==> config.mk <==
export PLATFORM = sky130hd
export DESIGN_NAME = shrb_top
export DESIGN_NICKNAME = d
export VERILOG_FILES = /design/src/shrb_pkg.sv /design/src/shrb_out_fifo.sv /design/src/shrb_top.sv
export SDC_FILE = /design/constraint.sdc
export NUM_CORES = 1
export LEC_CHECK = 0
export ABC_AREA = 1
export ABC_CLOCK_PERIOD_IN_PS = 6300
export BUFFER_PORTS_ARGS = -buffer_cell sky130_fd_sc_hd__clkbuf_2
export CELL_PAD_IN_SITES_DETAIL_PLACEMENT = 1
export CELL_PAD_IN_SITES_GLOBAL_PLACEMENT = 1
export CORE_UTILIZATION = 40
export DETAILED_ROUTE_END_ITERATION = 12
export GPL_TIMING_DRIVEN = 0
export PLACE_DENSITY = 0.65
export SETUP_SLACK_MARGIN = 0.2
export SYNTH_ARGS = -nofsm -noshare
export SYNTH_HDL_FRONTEND = slang
export SYNTH_SLANG_ARGS = --single-unit
==> constraint.sdc <==
create_clock -name i_clock -period 6.3 [get_ports i_clock]
set_input_delay 0.63 -clock i_clock [delete_from_list [all_inputs] [get_ports i_clock]]
set_output_delay 0.63 -clock i_clock [all_outputs]
set_load 0.02 [all_outputs]
==> src/shrb_pkg.sv <==
// Shared constants and types of the sensor hub read-back command block.
package shrb_pkg;

    // Register port byte addresses.
    localparam logic [7:0] SHRB_ADDR_CMD       = 8'h00;
    localparam logic [7:0] SHRB_ADDR_RESP      = 8'h04;
    localparam logic [7:0] SHRB_ADDR_RESP_LEFT = 8'h08;
    localparam logic [7:0] SHRB_ADDR_STATUS    = 8'h0c;
    localparam logic [7:0] SHRB_ADDR_IRQ_STAT  = 8'h10;
    localparam logic [7:0] SHRB_ADDR_IRQ_MASK  = 8'h14;

    // Bit positions.
    localparam int SHRB_STATUS_RDY_BIT = 3;
    localparam int SHRB_IRQ_RDY_BIT    = 0;
    localparam int SHRB_IRQ_BAD_BIT    = 1;
    localparam int SHRB_IRQ_BITS       = 2;

    // Command families, indices and selectors.
    localparam logic [7:0] SHRB_FAM_SET    = 8'h10;
    localparam logic [7:0] SHRB_FAM_GET    = 8'h11;
    localparam logic [7:0] SHRB_FAM_OFIFO  = 8'h12;
    localparam logic [7:0] SHRB_FAM_INFIFO = 8'h13;
    localparam logic [7:0] SHRB_IDX_0      = 8'h00;
    localparam logic [7:0] SHRB_IDX_1      = 8'h01;
    localparam logic [7:0] SHRB_IDX_2      = 8'h02;
    localparam logic [7:0] SHRB_IDX_3      = 8'h03;
    localparam logic [7:0] SHRB_IDX_4      = 8'h04;
    localparam logic [7:0] SHRB_SEL_ACCEL  = 8'h04;

    // Output format codes.
    localparam logic [7:0] SHRB_FMT_PAUSE  = 8'h00;
    localparam logic [7:0] SHRB_FMT_PAUSE2 = 8'h04;
    localparam logic [7:0] SHRB_FMT_MAX    = 8'h07;
    localparam logic [7:0] SHRB_FMT_CNT_0  = 8'h05;
    localparam logic [7:0] SHRB_FMT_SENSOR = 8'h01;
    localparam logic [7:0] SHRB_FMT_ALGO   = 8'h02;

    // External accelerometer sample: three signed 16-bit axes, 0.001 g LSB.
    localparam int         SHRB_ACC_AXES       = 3;
    localparam int         SHRB_ACC_AXIS_BYTES = 2;
    localparam logic [7:0] SHRB_ACC_SAMPLE_BYTES =
        8'(SHRB_ACC_AXES * SHRB_ACC_AXIS_BYTES);

    // Reset values.
    localparam logic [7:0] SHRB_FMT_RESET     = 8'h00;
    localparam logic [7:0] SHRB_THRESH_RESET  = 8'h01;
    localparam logic [7:0] SHRB_PERIOD_RESET  = 8'h01;
    localparam logic [7:0] SHRB_COUNTER_RESET = 8'h00;
    localparam logic [7:0] SHRB_MASK_RESET    = 8'h00;

    // Sample timing.
    localparam int SHRB_CLOCK_HZ      = 50_000_000;
    localparam int SHRB_SAMPLE_MS     = 40;
    localparam int SHRB_SAMPLE_CYCLES = SHRB_SAMPLE_MS * (SHRB_CLOCK_HZ / 1000);

    typedef enum logic [1:0] {
        SHRB_ST_FAMILY = 2'b00,
        SHRB_ST_INDEX  = 2'b01,
        SHRB_ST_ARG    = 2'b10
    } shrb_state_t;

endpackage

==> src/shrb_out_fifo.sv <==
// Output sample FIFO with a read pointer that advances per byte and a count of whole samples.
module shrb_out_fifo #(
    parameter int DEPTH        = 64,
    parameter int SAMPLE_BYTES = 6
) (
    input  wire logic       i_clock,
    input  wire logic       i_arst_n,
    input  wire logic       i_push,
    input  wire logic [7:0] i_wdata,
    output logic            o_full,
    input  wire logic       i_pop,
    output logic [7:0]      o_rdata,
    output logic            o_empty,
    output logic [7:0]      o_samples
);
    localparam int AW = $clog2(DEPTH);
    localparam int PW = $clog2(SAMPLE_BYTES + 1);
    localparam logic [PW-1:0] LAST = PW'(SAMPLE_BYTES - 1);
    localparam logic [AW:0]   FULL = (AW + 1)'(DEPTH);

    logic [7:0]    mem_q [DEPTH];
    logic [AW-1:0] wr_ptr_q;
    logic [AW-1:0] rd_ptr_q;
    logic [AW:0]   bytes_q;
    logic [PW-1:0] wr_phase_q;
    logic [PW-1:0] rd_phase_q;
    logic [7:0]    samples_q;
    logic          do_push;
    logic          do_pop;
    logic          wr_done;
    logic          rd_done;

    assign o_full    = bytes_q == FULL;
    assign o_empty   = bytes_q == '0;
    assign do_push   = i_push && !o_full;
    assign do_pop    = i_pop && !o_empty;
    assign wr_done   = do_push && wr_phase_q == LAST;
    assign rd_done   = do_pop && rd_phase_q == LAST;
    assign o_rdata   = mem_q[rd_ptr_q];
    assign o_samples = samples_q;

    always_ff @(posedge i_clock) begin
        if (do_push) begin
            mem_q[wr_ptr_q] <= i_wdata;
        end
    end

    always_ff @(posedge i_clock or negedge i_arst_n) begin
        if (!i_arst_n) begin
            wr_ptr_q   <= '0;
            rd_ptr_q   <= '0;
            bytes_q    <= '0;
            wr_phase_q <= '0;
            rd_phase_q <= '0;
        end else begin
            if (do_push) begin
                wr_ptr_q   <= AW'(wr_ptr_q + 1'b1);
                wr_phase_q <= wr_done ? '0 : PW'(wr_phase_q + 1'b1);
            end
            if (do_pop) begin
                rd_ptr_q   <= AW'(rd_ptr_q + 1'b1);
                rd_phase_q <= rd_done ? '0 : PW'(rd_phase_q + 1'b1);
            end
            bytes_q <= (AW + 1)'(bytes_q + do_push - do_pop);
        end
    end

    // A sample leaves the count only once all its bytes were read.
    always_ff @(posedge i_clock or negedge i_arst_n) begin
        if (!i_arst_n) begin
            samples_q <= '0;
        end else begin
            samples_q <= 8'(samples_q + wr_done - rd_done);
        end
    end

    a_sample_hold : assert property (
        @(posedge i_clock) disable iff (!i_arst_n)
        (do_pop && rd_phase_q != LAST && !wr_done) |=> $stable(samples_q))
        else $error("sample count moved before a whole sample was read");

endmodule

==> src/shrb_top.sv <==
// Sensor hub read-back command interpreter with output FIFO and interrupt.
//
// Summary of operation
// - Family 11 index 00 returns output format.
// - Format codes: pause, sensor, algo, counter-prefixed.
// - Family 11 index 01 returns FIFO threshold.
// - Threshold reached sets ready flag and pin.
// - Family 11 index 02 returns report period.
// - Family 11 index 03 returns bus address.
// - Family 11 index 04 returns hub counter.
// - Family 12 index 00 returns sample count.
// - Family 12 index 01 streams, pointer per byte.
// - Accelerometer selector returns sample size six.
// - Accelerometer sample: three signed 16-bit axes.
// - Family 13 indices 01-03 return 16-bit MSB-first.
// - Input FIFO queries only with external accelerometer.
// - Family 10 index 00 writes output format.
// - Status bit 3 shows FIFO at threshold.
//
// Our own choices: the plain strobed port and the placing of the registers.
module shrb_top
    import shrb_pkg::*;
#(
    parameter int         OUT_DEPTH     = 64,
    parameter int         SAMPLE_BYTES  = 6,
    parameter logic [15:0] IN_FIFO_CAP  = 16'h0040,
    parameter logic [15:0] SENS_FIFO_CAP = 16'h0040,
    parameter logic [7:0] BUS_ADDR_RESET = 8'h55,
    parameter int         SAMPLE_CYCLES = shrb_pkg::SHRB_SAMPLE_CYCLES
) (
    input  wire logic        i_clock,
    input  wire logic        i_arst_n,
    input  wire logic [7:0]  i_addr,
    input  wire logic [31:0] i_wdata,
    input  wire logic        i_wr,
    input  wire logic        i_rd,
    output logic [31:0]      o_rdata,
    input  wire logic        i_out_valid,
    input  wire logic [7:0]  i_out_byte,
    output logic             o_out_ready,
    input  wire logic        i_ext_accel,
    input  wire logic [15:0] i_in_fill,
    output logic             o_multi_function_io_pin_n,
    output logic             o_report,
    output logic             o_irq
);
    import shrb_pkg::*;

    function automatic logic needs_arg(input logic [7:0] fam,
                                       input logic [7:0] idx);
        needs_arg = fam == SHRB_FAM_SET ||
                    (fam == SHRB_FAM_INFIFO && idx != SHRB_IDX_1);
    endfunction

    // Paused formats produce no reports at all.
    function automatic logic fmt_paused(input logic [7:0] fmt);
        fmt_paused = fmt == SHRB_FMT_PAUSE || fmt == SHRB_FMT_PAUSE2;
    endfunction

    shrb_state_t state_q;
    logic [7:0]  fam_q;
    logic [7:0]  idx_q;
    logic [7:0]  fmt_q;
    logic [7:0]  thresh_q;
    logic [7:0]  period_q;
    logic [7:0]  bus_addr_q;
    logic [7:0]  counter_q;
    logic [15:0] resp_q;
    logic [1:0]  resp_left_q;
    logic        stream_q;
    logic        data_ready_q;
    logic [SHRB_IRQ_BITS-1:0] irq_stat_q;
    logic [SHRB_IRQ_BITS-1:0] irq_mask_q;
    logic [31:0] rdata_q;
    logic        irq_q;
    logic        pin_n_q;
    logic        report_q;
    logic        ready_q;
    logic [31:0] timer_q;
    logic [7:0]  report_cnt_q;

    logic        cmd_wr;
    logic [7:0]  cmd_byte;
    logic        exec;
    logic [7:0]  exec_idx;
    logic        known;
    logic [15:0] rval;
    logic [1:0]  rlen;
    logic        rstream;
    logic        resp_rd;
    logic        fifo_pop;
    logic [7:0]  fifo_byte;
    logic        fifo_empty;
    logic        fifo_full;
    logic [7:0]  samples;
    logic        ready_now;
    logic        rdy_event;
    logic        bad_event;
    logic        stat_rd;
    logic        tick;

    assign cmd_wr   = i_wr && i_addr == SHRB_ADDR_CMD;
    assign cmd_byte = i_wdata[7:0];
    assign exec_idx = (state_q == SHRB_ST_INDEX) ? cmd_byte : idx_q;
    assign exec     = cmd_wr && ((state_q == SHRB_ST_INDEX &&
                      !needs_arg(fam_q, cmd_byte)) || state_q == SHRB_ST_ARG);

    // Command byte sequencer: family, index, then optional argument.
    always_ff @(posedge i_clock or negedge i_arst_n) begin
        if (!i_arst_n) begin
            state_q <= SHRB_ST_FAMILY;
            fam_q   <= '0;
            idx_q   <= '0;
        end else if (cmd_wr) begin
            unique case (state_q)
                SHRB_ST_FAMILY: begin
                    fam_q   <= cmd_byte;
                    state_q <= SHRB_ST_INDEX;
                end
                SHRB_ST_INDEX: begin
                    idx_q   <= cmd_byte;
                    state_q <= needs_arg(fam_q, cmd_byte) ? SHRB_ST_ARG
                                                          : SHRB_ST_FAMILY;
                end
                SHRB_ST_ARG: begin
                    state_q <= SHRB_ST_FAMILY;
                end
                default: begin
                    state_q <= SHRB_ST_FAMILY;
                end
            endcase
        end
    end

    // Decode of a complete command into its answer.
    always_comb begin
        known   = 1'b0;
        rval    = '0;
        rlen    = 2'd0;
        rstream = 1'b0;
        unique case (fam_q)
            SHRB_FAM_SET: begin
                unique case (exec_idx)
                    SHRB_IDX_0: known = cmd_byte <= SHRB_FMT_MAX;
                    SHRB_IDX_1: known = cmd_byte != 8'h00;
                    SHRB_IDX_2: known = cmd_byte != 8'h00;
                    SHRB_IDX_3: known = 1'b1;
                    SHRB_IDX_4: known = 1'b1;
                    default:    known = 1'b0;
                endcase
            end
            SHRB_FAM_GET: begin
                known = 1'b1;
                rlen  = 2'd1;
                unique case (exec_idx)
                    SHRB_IDX_0: rval = {fmt_q, 8'h00};
                    SHRB_IDX_1: rval = {thresh_q, 8'h00};
                    SHRB_IDX_2: rval = {period_q, 8'h00};
                    SHRB_IDX_3: rval = {bus_addr_q, 8'h00};
                    SHRB_IDX_4: rval = {counter_q, 8'h00};
                    default: begin
                        known = 1'b0;
                        rlen  = 2'd0;
                    end
                endcase
            end
            SHRB_FAM_OFIFO: begin
                if (exec_idx == SHRB_IDX_0) begin
                    known = 1'b1;
                    rlen  = 2'd1;
                    rval  = {samples, 8'h00};
                end else if (exec_idx == SHRB_IDX_1) begin
                    known   = 1'b1;
                    rstream = 1'b1;
                end
            end
            SHRB_FAM_INFIFO: begin
                // Without an external accelerometer these stay unknown.
                if (i_ext_accel) begin
                    if (exec_idx == SHRB_IDX_1) begin
                        known = 1'b1;
                        rlen  = 2'd2;
                        rval  = IN_FIFO_CAP;
                    end else if (cmd_byte == SHRB_SEL_ACCEL) begin
                        known = 1'b1;
                        unique case (exec_idx)
                            SHRB_IDX_0: begin
                                rlen = 2'd1;
                                rval = {SHRB_ACC_SAMPLE_BYTES, 8'h00};
                            end
                            SHRB_IDX_2: begin
                                rlen = 2'd2;
                                rval = SENS_FIFO_CAP;
                            end
                            SHRB_IDX_3: begin
                                rlen = 2'd2;
                                rval = i_in_fill;
                            end
                            default: known = 1'b0;
                        endcase
                    end
                end
            end
            default: known = 1'b0;
        endcase
    end

    // Configuration is only written by a valid set command.
    always_ff @(posedge i_clock or negedge i_arst_n) begin
        if (!i_arst_n) begin
            fmt_q      <= SHRB_FMT_RESET;
            thresh_q   <= SHRB_THRESH_RESET;
            period_q   <= SHRB_PERIOD_RESET;
            bus_addr_q <= BUS_ADDR_RESET;
        end else if (exec && known && fam_q == SHRB_FAM_SET) begin
            unique case (exec_idx)
                SHRB_IDX_0: fmt_q      <= cmd_byte;
                SHRB_IDX_1: thresh_q   <= cmd_byte;
                SHRB_IDX_2: period_q   <= cmd_byte;
                SHRB_IDX_3: bus_addr_q <= cmd_byte;
                default: ;
            endcase
        end
    end

    // Answer buffer; a new command discards any unread answer.
    assign resp_rd  = i_rd && i_addr == SHRB_ADDR_RESP;
    assign fifo_pop = resp_rd && stream_q;

    always_ff @(posedge i_clock or negedge i_arst_n) begin
        if (!i_arst_n) begin
            resp_q      <= '0;
            resp_left_q <= 2'd0;
            stream_q    <= 1'b0;
        end else if (exec) begin
            resp_q      <= known ? rval : 16'h0000;
            resp_left_q <= known ? rlen : 2'd0;
            stream_q    <= known && rstream;
        end else if (cmd_wr) begin
            resp_left_q <= 2'd0;
            stream_q    <= 1'b0;
        end else if (resp_rd && resp_left_q != 2'd0) begin
            resp_q      <= {resp_q[7:0], 8'h00};
            resp_left_q <= 2'(resp_left_q - 1'b1);
        end
    end

    // Data-ready level and its interrupt events.
    assign ready_now = samples >= thresh_q;
    assign rdy_event = ready_now && !data_ready_q;
    assign bad_event = exec && !known;
    assign stat_rd   = i_rd && i_addr == SHRB_ADDR_IRQ_STAT;

    always_ff @(posedge i_clock or negedge i_arst_n) begin
        if (!i_arst_n) begin
            data_ready_q <= 1'b0;
            pin_n_q      <= 1'b1;
        end else begin
            data_ready_q <= ready_now;
            pin_n_q      <= !ready_now;
        end
    end

    // An event in the same cycle as the clearing read is kept.
    always_ff @(posedge i_clock or negedge i_arst_n) begin
        if (!i_arst_n) begin
            irq_stat_q <= '0;
        end else begin
            irq_stat_q <= (stat_rd ? '0 : irq_stat_q) |
                          {bad_event, rdy_event};
        end
    end

    always_ff @(posedge i_clock or negedge i_arst_n) begin
        if (!i_arst_n) begin
            irq_mask_q <= SHRB_MASK_RESET[SHRB_IRQ_BITS-1:0];
            irq_q      <= 1'b0;
        end else begin
            if (i_wr && i_addr == SHRB_ADDR_IRQ_MASK) begin
                irq_mask_q <= i_wdata[SHRB_IRQ_BITS-1:0];
            end
            irq_q <= |(irq_stat_q & irq_mask_q);
        end
    end

    // Sample timer drives the hub counter and the report period.
    assign tick = timer_q == 32'(SAMPLE_CYCLES - 1);

    always_ff @(posedge i_clock or negedge i_arst_n) begin
        if (!i_arst_n) begin
            timer_q      <= '0;
            counter_q    <= SHRB_COUNTER_RESET;
            report_cnt_q <= 8'h00;
            report_q     <= 1'b0;
        end else begin
            timer_q  <= tick ? '0 : 32'(timer_q + 1'b1);
            report_q <= 1'b0;
            if (exec && known && fam_q == SHRB_FAM_SET &&
                exec_idx == SHRB_IDX_4) begin
                counter_q <= cmd_byte;
            end else if (tick) begin
                counter_q <= 8'(counter_q + 1'b1);
            end
            if (tick) begin
                if (report_cnt_q + 8'h01 >= period_q) begin
                    report_cnt_q <= 8'h00;
                    report_q     <= !fmt_paused(fmt_q);
                end else begin
                    report_cnt_q <= 8'(report_cnt_q + 1'b1);
                end
            end
        end
    end

    // Read data stands only in the cycle after the read strobe.
    always_ff @(posedge i_clock or negedge i_arst_n) begin
        if (!i_arst_n) begin
            rdata_q <= '0;
        end else begin
            rdata_q <= '0;
            if (i_rd) begin
                unique case (i_addr)
                    SHRB_ADDR_RESP: begin
                        if (stream_q) begin
                            rdata_q <= {24'h0, fifo_empty ? 8'h00 : fifo_byte};
                        end else if (resp_left_q != 2'd0) begin
                            rdata_q <= {24'h0, resp_q[15:8]};
                        end
                    end
                    SHRB_ADDR_RESP_LEFT: rdata_q <= {30'h0, resp_left_q};
                    SHRB_ADDR_STATUS:
                        rdata_q[SHRB_STATUS_RDY_BIT] <= data_ready_q;
                    SHRB_ADDR_IRQ_STAT:
                        rdata_q[SHRB_IRQ_BITS-1:0] <= irq_stat_q;
                    SHRB_ADDR_IRQ_MASK:
                        rdata_q[SHRB_IRQ_BITS-1:0] <= irq_mask_q;
                    default: rdata_q <= '0;
                endcase
            end
        end
    end

    always_ff @(posedge i_clock or negedge i_arst_n) begin
        if (!i_arst_n) begin
            ready_q <= 1'b0;
        end else begin
            ready_q <= !fifo_full;
        end
    end

    assign o_rdata                   = rdata_q;
    assign o_irq                     = irq_q;
    assign o_multi_function_io_pin_n = pin_n_q;
    assign o_report                  = report_q;
    assign o_out_ready               = ready_q;

    // Ready is one cycle late, so a byte offered while full is dropped.
    shrb_out_fifo #(
        .DEPTH        (OUT_DEPTH),
        .SAMPLE_BYTES (SAMPLE_BYTES)
    ) u_out_fifo (
        .i_clock   (i_clock),
        .i_arst_n  (i_arst_n),
        .i_push    (i_out_valid && ready_q),
        .i_wdata   (i_out_byte),
        .o_full    (fifo_full),
        .i_pop     (fifo_pop),
        .o_rdata   (fifo_byte),
        .o_empty   (fifo_empty),
        .o_samples (samples)
    );

    a_fmt_readback : assert property (
        @(posedge i_clock) disable iff (!i_arst_n)
        (exec && fam_q == SHRB_FAM_GET && exec_idx == SHRB_IDX_0)
        |=> resp_left_q == 2'd1 && resp_q[15:8] == $past(fmt_q))
        else $error("format read-back wrong");
    a_thresh_range : assert property (
        @(posedge i_clock) disable iff (!i_arst_n) thresh_q != 8'h00)
        else $error("threshold left its range");
    a_period_range : assert property (
        @(posedge i_clock) disable iff (!i_arst_n) period_q != 8'h00)
        else $error("report period left its range");
    a_ready_flag : assert property (
        @(posedge i_clock) disable iff (!i_arst_n)
        ##1 data_ready_q == ($past(samples) >= $past(thresh_q)))
        else $error("ready flag does not follow FIFO level");
    a_ready_irq : assert property (
        @(posedge i_clock) disable iff (!i_arst_n)
        $rose(data_ready_q) |-> irq_stat_q[SHRB_IRQ_RDY_BIT] && !pin_n_q)
        else $error("threshold event not flagged");
    a_bad_cmd : assert property (
        @(posedge i_clock) disable iff (!i_arst_n)
        (exec && !known) |=> resp_left_q == 2'd0 && !stream_q &&
        $stable(fmt_q) && $stable(thresh_q) && $stable(period_q))
        else $error("unknown command had an effect");
    a_fill_order : assert property (
        @(posedge i_clock) disable iff (!i_arst_n)
        (exec && known && fam_q == SHRB_FAM_INFIFO && exec_idx == SHRB_IDX_3)
        |=> resp_left_q == 2'd2 && resp_q == $past(i_in_fill))
        else $error("input fill not answered MSB first");
    a_ext_only : assert property (
        @(posedge i_clock) disable iff (!i_arst_n)
        (exec && fam_q == SHRB_FAM_INFIFO && !i_ext_accel)
        |=> resp_left_q == 2'd0)
        else $error("input FIFO query answered without external sensor");
    a_size_six : assert property (
        @(posedge i_clock) disable iff (!i_arst_n)
        (exec && known && fam_q == SHRB_FAM_INFIFO && exec_idx == SHRB_IDX_0)
        |=> resp_q[15:8] == 8'h06)
        else $error("accelerometer sample size wrong");

endmodule

* Word level (Yosys, flattened, before mapping)
Memory sizes are Yosys's and may differ from the RTL's. Cells that the tools add are included.
Storage, ports and cells: flip-flop bits (word level) 191, memory bits (writable) 512, input port bits 70, output and inout bits 36, logic and storage cells 178, memories 1
Memories:
- u_out_fifo.mem_q | depth 64, bits a word 8, read ports 1, clocked after Yosys merged registers in 0, write ports 1, RTL line shrb_out_fifo.sv:21 | logic [7:0] mem_q [DEPTH];
Operators by class: add/subtract/negate cells 12, $lt $le $gt $ge 3, equal/unequal tests 23, muxes and demuxes 57, bitwise operators 2, reduce and logical (&&, ||, !) cells 53
Operators by type and width (number):
- 2-to-1 mux 16 bit | 8
- 2-to-1 mux 32 bit | 3
- case mux 16 bit (3 select lines) | 2
- case mux 16 bit (5 select lines) | 1
- == test 8 x 5 -> 1 bit, second input constant | 6
- 2-to-1 mux 8 bit | 6
- adder 32 x 1 -> 32 bit, second input constant | 1
- == test 32 x 21 -> 1 bit, second input constant | 1
- == test 8 x 3 -> 1 bit, second input constant | 4
- 2-to-1 mux 28 bit | 1
- logical NOT 8 bit | 3
- logical AND 1 bit | 20
- 2-to-1 mux 1 bit | 18
- 2-to-1 mux 2 bit | 9
- adder 8 x 1 -> 8 bit, second input constant | 2
- == test 8 x 2 -> 1 bit, second input constant | 2
- == test 8 x 4 -> 1 bit, second input constant | 2
- greater-or-equal comparator 8 bit | 2
- adder 6 x 1 -> 6 bit, second input constant | 2
- AND reduction 2 bit | 6
- adder 8 x 1 -> 8 bit | 1
- == test 8 x 1 -> 1 bit, second input constant | 1
- less-or-equal comparator 8 x 3 -> 1 bit, second input constant | 1
- != test 8 x 1 -> 1 bit, second input constant | 1
- 29 further kinds | 47

* Depth between registers and ports, before layout
Gate-level depths: netlist of run 1.
depth in word-level cells 13, mapped depth 24, mapped depth without buffers 24

* Modules after synthesis
A second synthesis of run 1 with hierarchy kept.
Second synthesis, totals: cells, all modules 3242, area total of the unflattened synthesis 31332.6 um^2
By module, submodules not included:
- shrb_out_fifo | times used 1, cells an instance 2181, area each 23399.9 um^2, sequential area each 16200.5 um^2
- shrb_top | times used 1, cells an instance 1061, area each 7932.6 um^2, sequential area each 3362.0 um^2

* Worst setup path before layout of run 1
Ideal clock, no wire load.
path kind in2reg, start point input port i_addr[7], end point register u_out_fifo.bytes_q[6], library setup time 126 ps, data arrival time 3184 ps, required time 6174 ps, path slack 2991 ps, cell stages on the path 21, path buffers 0, cells stage by stage nor2_1 inv_1 nor3_2 inv_1 nor2_1 inv_1 nor2_1 nand2_1 nor2_2 ha_1 inv_1 ha_1 inv_1 fa_1 inv_1 a21oi_1 o21bai_1 nand2_1 a21oi_1 nor2_1 xor2_1
Between the ends: longest elaborated chain between the ends 5
Ends and longest elaborated chain:
- start: declaration | RTL line shrb_top.sv:33 | input wire logic [7:0] i_addr,
- == test 8 x 3 -> 1 bit | RTL line shrb_top.sv:227 | assign resp_rd = i_rd && i_addr == SHRB_ADDR_RESP;
- logical AND 1 bit | RTL line shrb_top.sv:227
- logical AND 1 bit | RTL line shrb_top.sv:228 | assign fifo_pop = resp_rd && stream_q;
- logical AND 1 bit | RTL line shrb_out_fifo.sv:36 | assign do_pop = i_pop && !o_empty;
- net u_out_fifo.do_pop | RTL line shrb_out_fifo.sv:29 | logic do_pop;
- subtractor 7 x 1 -> 7 bit | RTL line shrb_out_fifo.sv:64 | bytes_q <= (AW + 1)'(bytes_q + do_push - do_pop);
- end signal: assignment | RTL line shrb_out_fifo.sv:64
- end: declaration | RTL line shrb_out_fifo.sv:24 | logic [AW:0] bytes_q;
The timed path passes the listed nets, and every way through them passes these cells. A chain may end at the register's enable or synchronous reset.

* Worst setup path in the final report of run 1
start point register u_out_fifo.rd_ptr_q[1], end point register rdata_q[2] (netlist: o_rdata[2])
Between the ends: longest elaborated chain between the ends 5
Ends and longest elaborated chain:
- start: declaration | RTL line shrb_out_fifo.sv:23 | logic [AW-1:0] rd_ptr_q;
- start signal: assignment | RTL line shrb_out_fifo.sv:61 | rd_ptr_q <= AW'(rd_ptr_q + 1'b1);
- memory (64 x 8 bit)
- 2-to-1 mux 8 bit | RTL line shrb_top.sv:325 | rdata_q <= {24'h0, fifo_empty ? 8'h00 : fifo_byte};
- 2-to-1 mux 32 bit | RTL line shrb_top.sv:324 | if (stream_q) begin
- 2-to-1 mux 1 bit | RTL line shrb_top.sv:322 | unique case (i_addr)
- 2-to-1 mux 32 bit | RTL line shrb_top.sv:321 | if (i_rd) begin
- end signal: assignment | RTL line shrb_top.sv:325
- end signal: assignment | RTL line shrb_top.sv:327 | rdata_q <= {24'h0, resp_q[15:8]};
- end signal: assignment | RTL line shrb_top.sv:330 | SHRB_ADDR_RESP_LEFT: rdata_q <= {30'h0, resp_left_q};
- end: declaration | RTL line shrb_top.sv:74 | logic [31:0] rdata_q;
Every way passes these cells.

==> metrics.log, run 1 <==
[metrics] initial antenna violation count: 5
[metrics] flip-flop and latch count after synthesis: 679
[metrics] reported leakage power: roughly 13 nW
[metrics] type of origin of the critical path: register
[metrics] final antenna diode count: 0
[metrics] starting density of the core: 0.407
[metrics] pin count of the biggest net entering global routing: 95
[metrics] CP max FO: 10
[metrics] area growth from synthesis to layout: 14.1%
[metrics] total detailed-routing wirelength: between 100 and 150 mm
[metrics] instance count after placement with tap cells included: approximately 3800
[metrics] Clock Latency Late Sink: 660 ps
[metrics] clock tree from TritonCTS: built
[metrics] count of nets after finishing: a little over 3000
[metrics] width of the die: 275 µm
[metrics] number of global-route vias before repair: between 20000 and 25000
[metrics] worst clock skew: around 33 ps
[metrics] post-layout minimum cycle time: 4230 ps
[metrics] run status: finished, final reports clean
[metrics] Max Freq: 236 MHz
[metrics] # setup viols final: 0
[metrics] ys flop type: sky130_fd_sc_hd__edfxtp_1
[metrics] commonest cells in the netlist: sky130_fd_sc_hd__edfxtp_1 (512), sky130_fd_sc_hd__nor2_1 (454), sky130_fd_sc_hd__nand2_1 (412), sky130_fd_sc_hd__o21ai_0 (332), sky130_fd_sc_hd__inv_1 (204)
[metrics] ys async rst share: 0.246
[metrics] aggregate global-route resource usage: 0.287
[metrics] row count: 99
[metrics] required time of the worst setup path: between 6000 and 7000 ps
[metrics] final estimated routing congestion in global placement: 0.948
[metrics] total count of hold-check failures in the final report: 0
[metrics] Clock Sinks: 679
[metrics] clock edge transition at the registers on the reported setup and hold paths: 60 ps
[metrics] critical path class: register to register
[metrics] number of buffers added to fix hold violations after cts: 0
[metrics] number of distinct library cells after synthesis: 50
[metrics] CP max stage delay: 790 ps
[metrics] Least-Margin Pin Slew: 1380 ps
[metrics] cell count after synthesis: ~2800
[metrics] Final Max Slew Viols: 0
[metrics] cell taking the most area after synthesis: sky130_fd_sc_hd__edfxtp_1
[metrics] via count normalized by instance count: 5.78
[metrics] overall power consumption: 0.0113 W
[metrics] routed via count: 23059
[metrics] Relative slew margins: 0.0769
[metrics] TritonRoute pass-1 iters: 6
[metrics] I/O pin count: 106
[metrics] CTS H-Tree Depth: 3
[metrics] Post-DRT Antenna Nets: 0
[metrics] most repeated cell in the gate-level netlist after synthesis: sky130_fd_sc_hd__edfxtp_1
[metrics] count of synthesis-stage warnings from yosys: 0
[metrics] residual overflow from global routing: 0
[metrics] starting DRC count in detailed routing: roughly 3000
[metrics] power density over the cells: 332 mW/mm²
[metrics] Cell Count, Final, Fillers Out: approximately 4000
[metrics] post-DP HPWL: 74.1 mm
[metrics] crit-path cells: clkbuf_1 -> inv_1 -> clkbuf_1 -> clkbuf_1 -> o21ai_0 -> o221ai_1 -> nand3_1 -> nand4_1 -> nand3_1 -> o21ai_1 -> nand2_1 -> a21boi_1
[metrics] number of gates resized after CTS: 0
[metrics] post-synth design cell area: around 0.030 mm²
[metrics] buffers from clock root to sink, at most: 3
[metrics] RSZ-0062 raised after global routing: no
[metrics] post-route fraction of the period consumed by the critical path: 0.672
[metrics] max-cap check violation count: 0
[metrics] cell at the slowest stage of the critical path: sky130_fd_sc_hd__clkbuf_1
[metrics] port buffer count: 55
[metrics] per-cell routed wire length: 27.2 µm
[metrics] setup slack, reg-to-reg: 2070 ps
[metrics] classification of the worst-slack hold path: input pin to async pin
[metrics] post-synthesis average cell area: 10.7 µm²
[metrics] largest vdd supply drop: 0.000206 V
[metrics] sequential element share of the synthesized area: 0.654
[metrics] cell seen most often among critical-path stages: sky130_fd_sc_hd__clkbuf_1
[metrics] CTS root buffer: sky130_fd_sc_hd__clkbuf_16
[metrics] area of the die: around 0.076 mm²
[metrics] wire length of the first global-routing pass: ~160 mm
[metrics] number of buffers added for setup after CTS: 0
[metrics] Total Neg Setup Slack: 0 ps
[metrics] Hold Worst Slack: 26.9 ps
[metrics] post-synth top area share: 0.514
[metrics] fin util: 0.465
[metrics] clock buffers created by TritonCTS: 79
[metrics] EDFF count, synth: a little over 500
[metrics] Std-Cell Core Area: approximately 0.073 mm²
[metrics] ratio of cells with drive above 1 in the final layout: 0.0858
[metrics] data arrival time of the critical path: 4780 ps
[metrics] capturing element type of the critical path: register
[metrics] top cells by area, synth: sky130_fd_sc_hd__edfxtp_1 (51%), sky130_fd_sc_hd__dfrtp_1 (13%), sky130_fd_sc_hd__nor2_1 (5.7%)
[metrics] Die Ht: 275 µm
[metrics] DRC violations left: 0
[metrics] Filler cells: slightly below 8000
[critical path, delay by kind of cell, from the launching register on]
kind,cells,cell delay [ps]
buffers and inverters,4,2090
AOI/OAI and AO/OA,4,870
and+or+nand+nor,4,800
DFF,1,380
[power by group]
| part | switching (W) | total (W) | internal (W) |
|---|---|---|---|
| Combinational | 0.00124 | 0.00169 | 0.000448 |
| Sequential | 0.000108 | 0.00516 | 0.00505 |
| Clock | 0.00197 | 0.00447 | 0.00250 |
| Total | 0.00332 | 0.0113 | 0.00800 |
[layer usage]
metal  up-vias  wire length (µm)  track usage
met3       218              8970       0.0558
met1     11798             46500        0.402
met5         -                23            0
li1      10051                 -            -
met4         4              3530       0.0920
met2       988             49700        0.449
[final timing paths]
path                                                    start                                   to  cells after the start
max                        u_out_fifo.rd_ptr_q[1]$_DFFE_PN0P_                 o_rdata[2]$_DFF_PN0_                     12
min                                                  i_arst_n          report_cnt_q[2]$_DFFE_PN0N_                      1
max reg2reg                u_out_fifo.rd_ptr_q[1]$_DFFE_PN0P_                 o_rdata[2]$_DFF_PN0_                     12
min reg2reg                            data_ready_q$_DFF_PN0_              irq_stat_q[0]$_DFF_PN0_                      1
max in group asynchronous                            i_arst_n  o_multi_function_io_pin_n$_DFF_PN1_                      2
min in group i_clock                             i_in_fill[4]                resp_q[4]$_DFFE_PN0P_                      3
[logic make-up after synthesis]
kind of cell    count (synthesis)  synth area share
compound gates                559             0.106
simple gates                 1105             0.157
other cells                     1          0.000125
xor+xnor                       47            0.0138
buf+inv                       362            0.0502
fa+ha+maj                      45            0.0193
flops                         679             0.654
[area by class of cell]
type | instances | area (µm²) | area share
well taps | 959 | 1200 | 0.0351
clock inverters | 46 | 427 | 0.0125
inverters | 214 | 803 | 0.0235
multi-input cells | 1780 | 8940 | 0.262
plain buffers | 148 | 697 | 0.0204
flip-flops and latches | 679 | 19600 | 0.573
repair buffers | 62 | 428 | 0.0125
clock buffers | 100 | 2080 | 0.0608
[registers in the layout, indices dropped and copies added (netlist names), 2 cells and up]
name	cells
u_out_fifo.rd_ptr_q	6
u_out_fifo.wr_ptr_q	6
idx_q	8
resp_left_q	2
irq_stat_q	2
state_q	2
u_out_fifo.wr_phase_q	3
thresh_q	8
u_out_fifo.o_samples	8
irq_mask_q	2
fam_q	8
fmt_q	8
o_rdata	8
u_out_fifo.rd_phase_q	3
period_q	8
counter_q	8
bus_addr_q	8
timer_q	32
resp_q	16
report_cnt_q	8
u_out_fifo.bytes_q	7
u_out_fifo.mem_q	512
[placed cells by master, fill, tap and decap left out, types with 5 or more instances in the layout]
master / count
sky130_fd_sc_hd__dfrtp_1: 160
sky130_fd_sc_hd__inv_1: 204
sky130_fd_sc_hd__nor4_1: 8
sky130_fd_sc_hd__nor2_2: 5
sky130_fd_sc_hd__nor2_1: 454
sky130_fd_sc_hd__conb_1: 24
sky130_fd_sc_hd__nand2_2: 5
sky130_fd_sc_hd__nor3_1: 17
sky130_fd_sc_hd__ha_1: 43
sky130_fd_sc_hd__nor2_8: 5
sky130_fd_sc_hd__nand3_1: 141
sky130_fd_sc_hd__nand2_1: 412
sky130_fd_sc_hd__nand4_1: 41
sky130_fd_sc_hd__o21ai_0: 332
sky130_fd_sc_hd__clkbuf_16: 79
sky130_fd_sc_hd__edfxtp_1: 512
sky130_fd_sc_hd__clkbuf_2: 47
sky130_fd_sc_hd__buf_1: 7
sky130_fd_sc_hd__o21ai_1: 6
sky130_fd_sc_hd__buf_4: 26
sky130_fd_sc_hd__o221ai_1: 22
sky130_fd_sc_hd__buf_6: 5
sky130_fd_sc_hd__buf_12: 5
sky130_fd_sc_hd__clkinv_2: 14
sky130_fd_sc_hd__xor2_1: 38
sky130_fd_sc_hd__nand2_4: 6
sky130_fd_sc_hd__xnor2_1: 9
sky130_fd_sc_hd__o211ai_1: 48
sky130_fd_sc_hd__clkinv_1: 19
sky130_fd_sc_hd__a21oi_1: 52
sky130_fd_sc_hd__inv_2: 5
sky130_fd_sc_hd__dfstp_2: 7
sky130_fd_sc_hd__o22ai_1: 73
sky130_fd_sc_hd__clkbuf_1: 119
sky130_fd_sc_hd__buf_2: 16
[metrics by stage]
stage,cell area [µm²],setup slack [ps]
final,34100,2070
after global routing,34100,2030
after CTS,34000,2250
after detailed placement,31500,1780
after global placement,31500,1260
after floorplan,30000,2990
(Power assumes the default switching activity.)
==> run 2: changes to the inputs <==
ABC_CLOCK_PERIOD_IN_PS = 4320   (was 6300)
clock period = 4.32 ns   (was 6.3 ns; I/O delays follow)
==> run 2 against run 1 <==
Critical path depth down 1. Utilization about the same. Die area unchanged. Final cell count about the same. Clock power up 46%. Sequential cell count unchanged. Highest routed layer unchanged. Hold slack better by 24 ps.
==> metrics.log, run 2 (synthesized netlist as in run 1, its figures left out) <==
[metrics] I/O pin count: 106
[metrics] initial antenna violation count: 5
[metrics] cell at the slowest stage of the critical path: sky130_fd_sc_hd__clkbuf_1
[metrics] port buffer count: 55
[metrics] via count normalized by instance count: 5.78
[metrics] number of buffers added for setup after CTS: 0
[metrics] RSZ-0062 raised after global routing: no
[metrics] capturing element type of the critical path: register
[metrics] per-cell routed wire length: 27.2 µm
[metrics] critical path class: register to register
[metrics] Largest regs: u_out_fifo.mem_q x512, timer_q x32, resp_q x16
[metrics] most frequent cells in the layout: sky130_fd_sc_hd__edfxtp_1 (512), sky130_fd_sc_hd__nor2_1 (454), sky130_fd_sc_hd__nand2_1 (412), sky130_fd_sc_hd__o21ai_0 (332), sky130_fd_sc_hd__inv_1 (204)
[metrics] fin area: 0.0342 mm²
[metrics] Multi-input gate area: a little under 0.009 mm²
[metrics] area of the die: 0.0759 mm²
[metrics] residual overflow from global routing: 0
[metrics] # setup viols final: 0
[metrics] Biggest register: u_out_fifo.mem_q
[metrics] total count of hold-check failures in the final report: 0
[metrics] classification of the worst-slack hold path: input pin to register
[metrics] clock edge transition at the registers on the reported setup and hold paths: 60 ps
[metrics] ratio of cells with drive above 1 in the final layout: 0.0865
[metrics] GRT met2 Usage: 0.449
[metrics] most utilized layer in the global route result: met2
[metrics] total detailed-routing wirelength: 109 mm
[metrics] area growth from synthesis to layout: 14.2%
[metrics] required time of the worst setup path: 4860 ps
[metrics] largest vdd supply drop: 0.000298 V
[metrics] reported leakage power: 13.2 nW
[metrics] buffers from clock root to sink, at most: 3
[metrics] CP max FO: 10
[metrics] fin util: 0.465
[metrics] count of buffering cells on the critical path with inverters included: 3
[metrics] row count: between 90 and 100
[metrics] CP max stage delay: 960 ps
[metrics] Clock Latency Late Sink: 650 ps
[metrics] count of nets after finishing: 3080
[metrics] pin count of the biggest net entering global routing: 95
[metrics] starting DRC count in detailed routing: a little under 3000
[metrics] number of global-route vias before repair: 23010
[metrics] final estimated routing congestion in global placement: 0.948
[metrics] post-route fraction of the period consumed by the critical path: 0.938
[metrics] Max Freq: roughly 250 MHz
[metrics] post-DP HPWL: 74.1 mm
[metrics] Final Max Slew Viols: 0
[metrics] starting density of the core: 0.407
[metrics] met3 demand-to-capacity share in global routing: 0.0558
[metrics] Clock Sinks: 679
[metrics] family with the most delay on the worst path: buffers and inverters
[metrics] global-route track usage on met1: 0.402
[metrics] power density over the cells: 484 mW/mm²
[metrics] aggregate global-route resource usage: 0.287
[metrics] Post-DRT Antenna Nets: 0
[metrics] instance area at placement: 0.0315 mm²
[metrics] post-layout minimum cycle time: just over 4000 ps
[metrics] DRC violations left: 0
[metrics] CTS root buffer: sky130_fd_sc_hd__clkbuf_16
[metrics] number of flip-flops under the largest register name: 512
[metrics] crit-path cells: clkbuf_1 -> clkbuf_1 -> clkbuf_1 -> nor2_1 -> o221ai_1 -> nand3_1 -> nand3_1 -> o21ai_0 -> nand2_1 -> nand3_1 -> a21boi_0
[metrics] Filler cells: a little under 8000
[metrics] Std-Cell Core Area: 0.0735 mm²
[metrics] Least-Margin Pin Slew: 1370 ps
[metrics] Total Neg Setup Slack: 0 ps
[metrics] routed via count: between 20000 and 25000
[metrics] Relative slew margins: 0.0808
[metrics] CTS H-Tree Depth: 3
[metrics] most common cell after layout, fill and taps aside: sky130_fd_sc_hd__edfxtp_1
[metrics] clock buffers created by TritonCTS: 79
[metrics] overall power consumption: around 0.017 W
[metrics] clock tree from TritonCTS: built
[metrics] worst clock skew: just over 30 ps
[metrics] run status: finished, final reports clean
[metrics] TritonRoute pass-1 iters: 5
[metrics] type of origin of the critical path: register
[metrics] width of the die: 275 µm
[metrics] wire length of the first global-routing pass: 156 mm
[metrics] sequential cell area: 0.0196 mm²
[metrics] Die Ht: 275 µm
[metrics] max-cap check violation count: 0
[metrics] data arrival time of the critical path: 4600 ps
run 2: cell types whose count changed in the layout (fill, tap and decap cells not counted), sizes merged:
cell and delta:
diode +1, dlygate4sd3 +1, clkbuf -1, clkdlybuf4s15 +1
run 2: cell type report:
class | instances | share of cell area
antenna | 1 | 0.0000732
buffer | 148 | 0.0206
clock buffer | 100 | 0.0608
clock inverter | 46 | 0.0125
inverter | 214 | 0.0235
multi-input combinational | 1780 | 0.262
sequential | 679 | 0.573
tap | 959 | 0.0351
timing repair buffer | 63 | 0.0128
run 2: power by group:
part | internal, W | switching [W]
logic | 0.000655 | 0.00181
clock network | 0.00365 | 0.00289
registers | 0.00737 | 0.000159
run 2: worst reg2reg max path: cells and delay by family, from the launching register on:
| kind | cells | cell delay (ps) |
|---|---|---|
| buf+inv | 3 | 1940 |
| simple gates | 5 | 1050 |
| compound gates | 3 | 630 |
| flops | 1 | 350 |
run 2: through the flow:
| stage | setup slack (ps) | cells | hold WS (ps) |
|---|---|---|---|
| 2_1_floorplan | 1210 | 2821 | 136 |
| 3_3_place_gp | -524 | 3835 | 447 |
| 3_5_place_dp | -1.53 | 3836 | 460 |
| 4_1_cts | 273 | 3983 | 25.6 |
| 5_1_grt | 219 | 3989 | 61.5 |
| 6_report | 268 | 3990 | 51.1 |
run 2: timing repair:
action                                  4_1_cts  5_1_grt
gates resized for setup                       0        6
endpoints found under the hold margin        72        0
endpoints found under the setup margin        0        5
hold buffers                                  1        0
run 2: worst paths after layout:
| path | startpoint | end | slack [ps] | cells after the start |
|---|---|---|---|---|
| max in group asynchronous | i_arst_n | o_multi_function_io_pin_n$_DFF_PN1_ | 2980 | 3 |
| hold reg to reg | timer_q[0]$_DFF_PN0_ | timer_q[0]$_DFF_PN0_ | 470 | 1 |
| min in group asynchronous | i_arst_n | report_cnt_q[2]$_DFFE_PN0N_ | 380 | 2 |
| setup / recovery | u_out_fifo.rd_ptr_q[0]$_DFFE_PN0P_ | o_rdata[7]$_DFF_PN0_ | 270 | 11 |
| hold / removal | i_in_fill[4] | resp_q[4]$_DFFE_PN0P_ | 50 | 3 |
| setup reg to reg | u_out_fifo.rd_ptr_q[0]$_DFFE_PN0P_ | o_rdata[7]$_DFF_PN0_ | 270 | 11 |
run 2: layer usage:
layer	up-vias	routed length [µm]
met2	992	49700
li1	10054	-
met3	203	9100
met5	-	26
met1	11795	46500
met4	4	3390
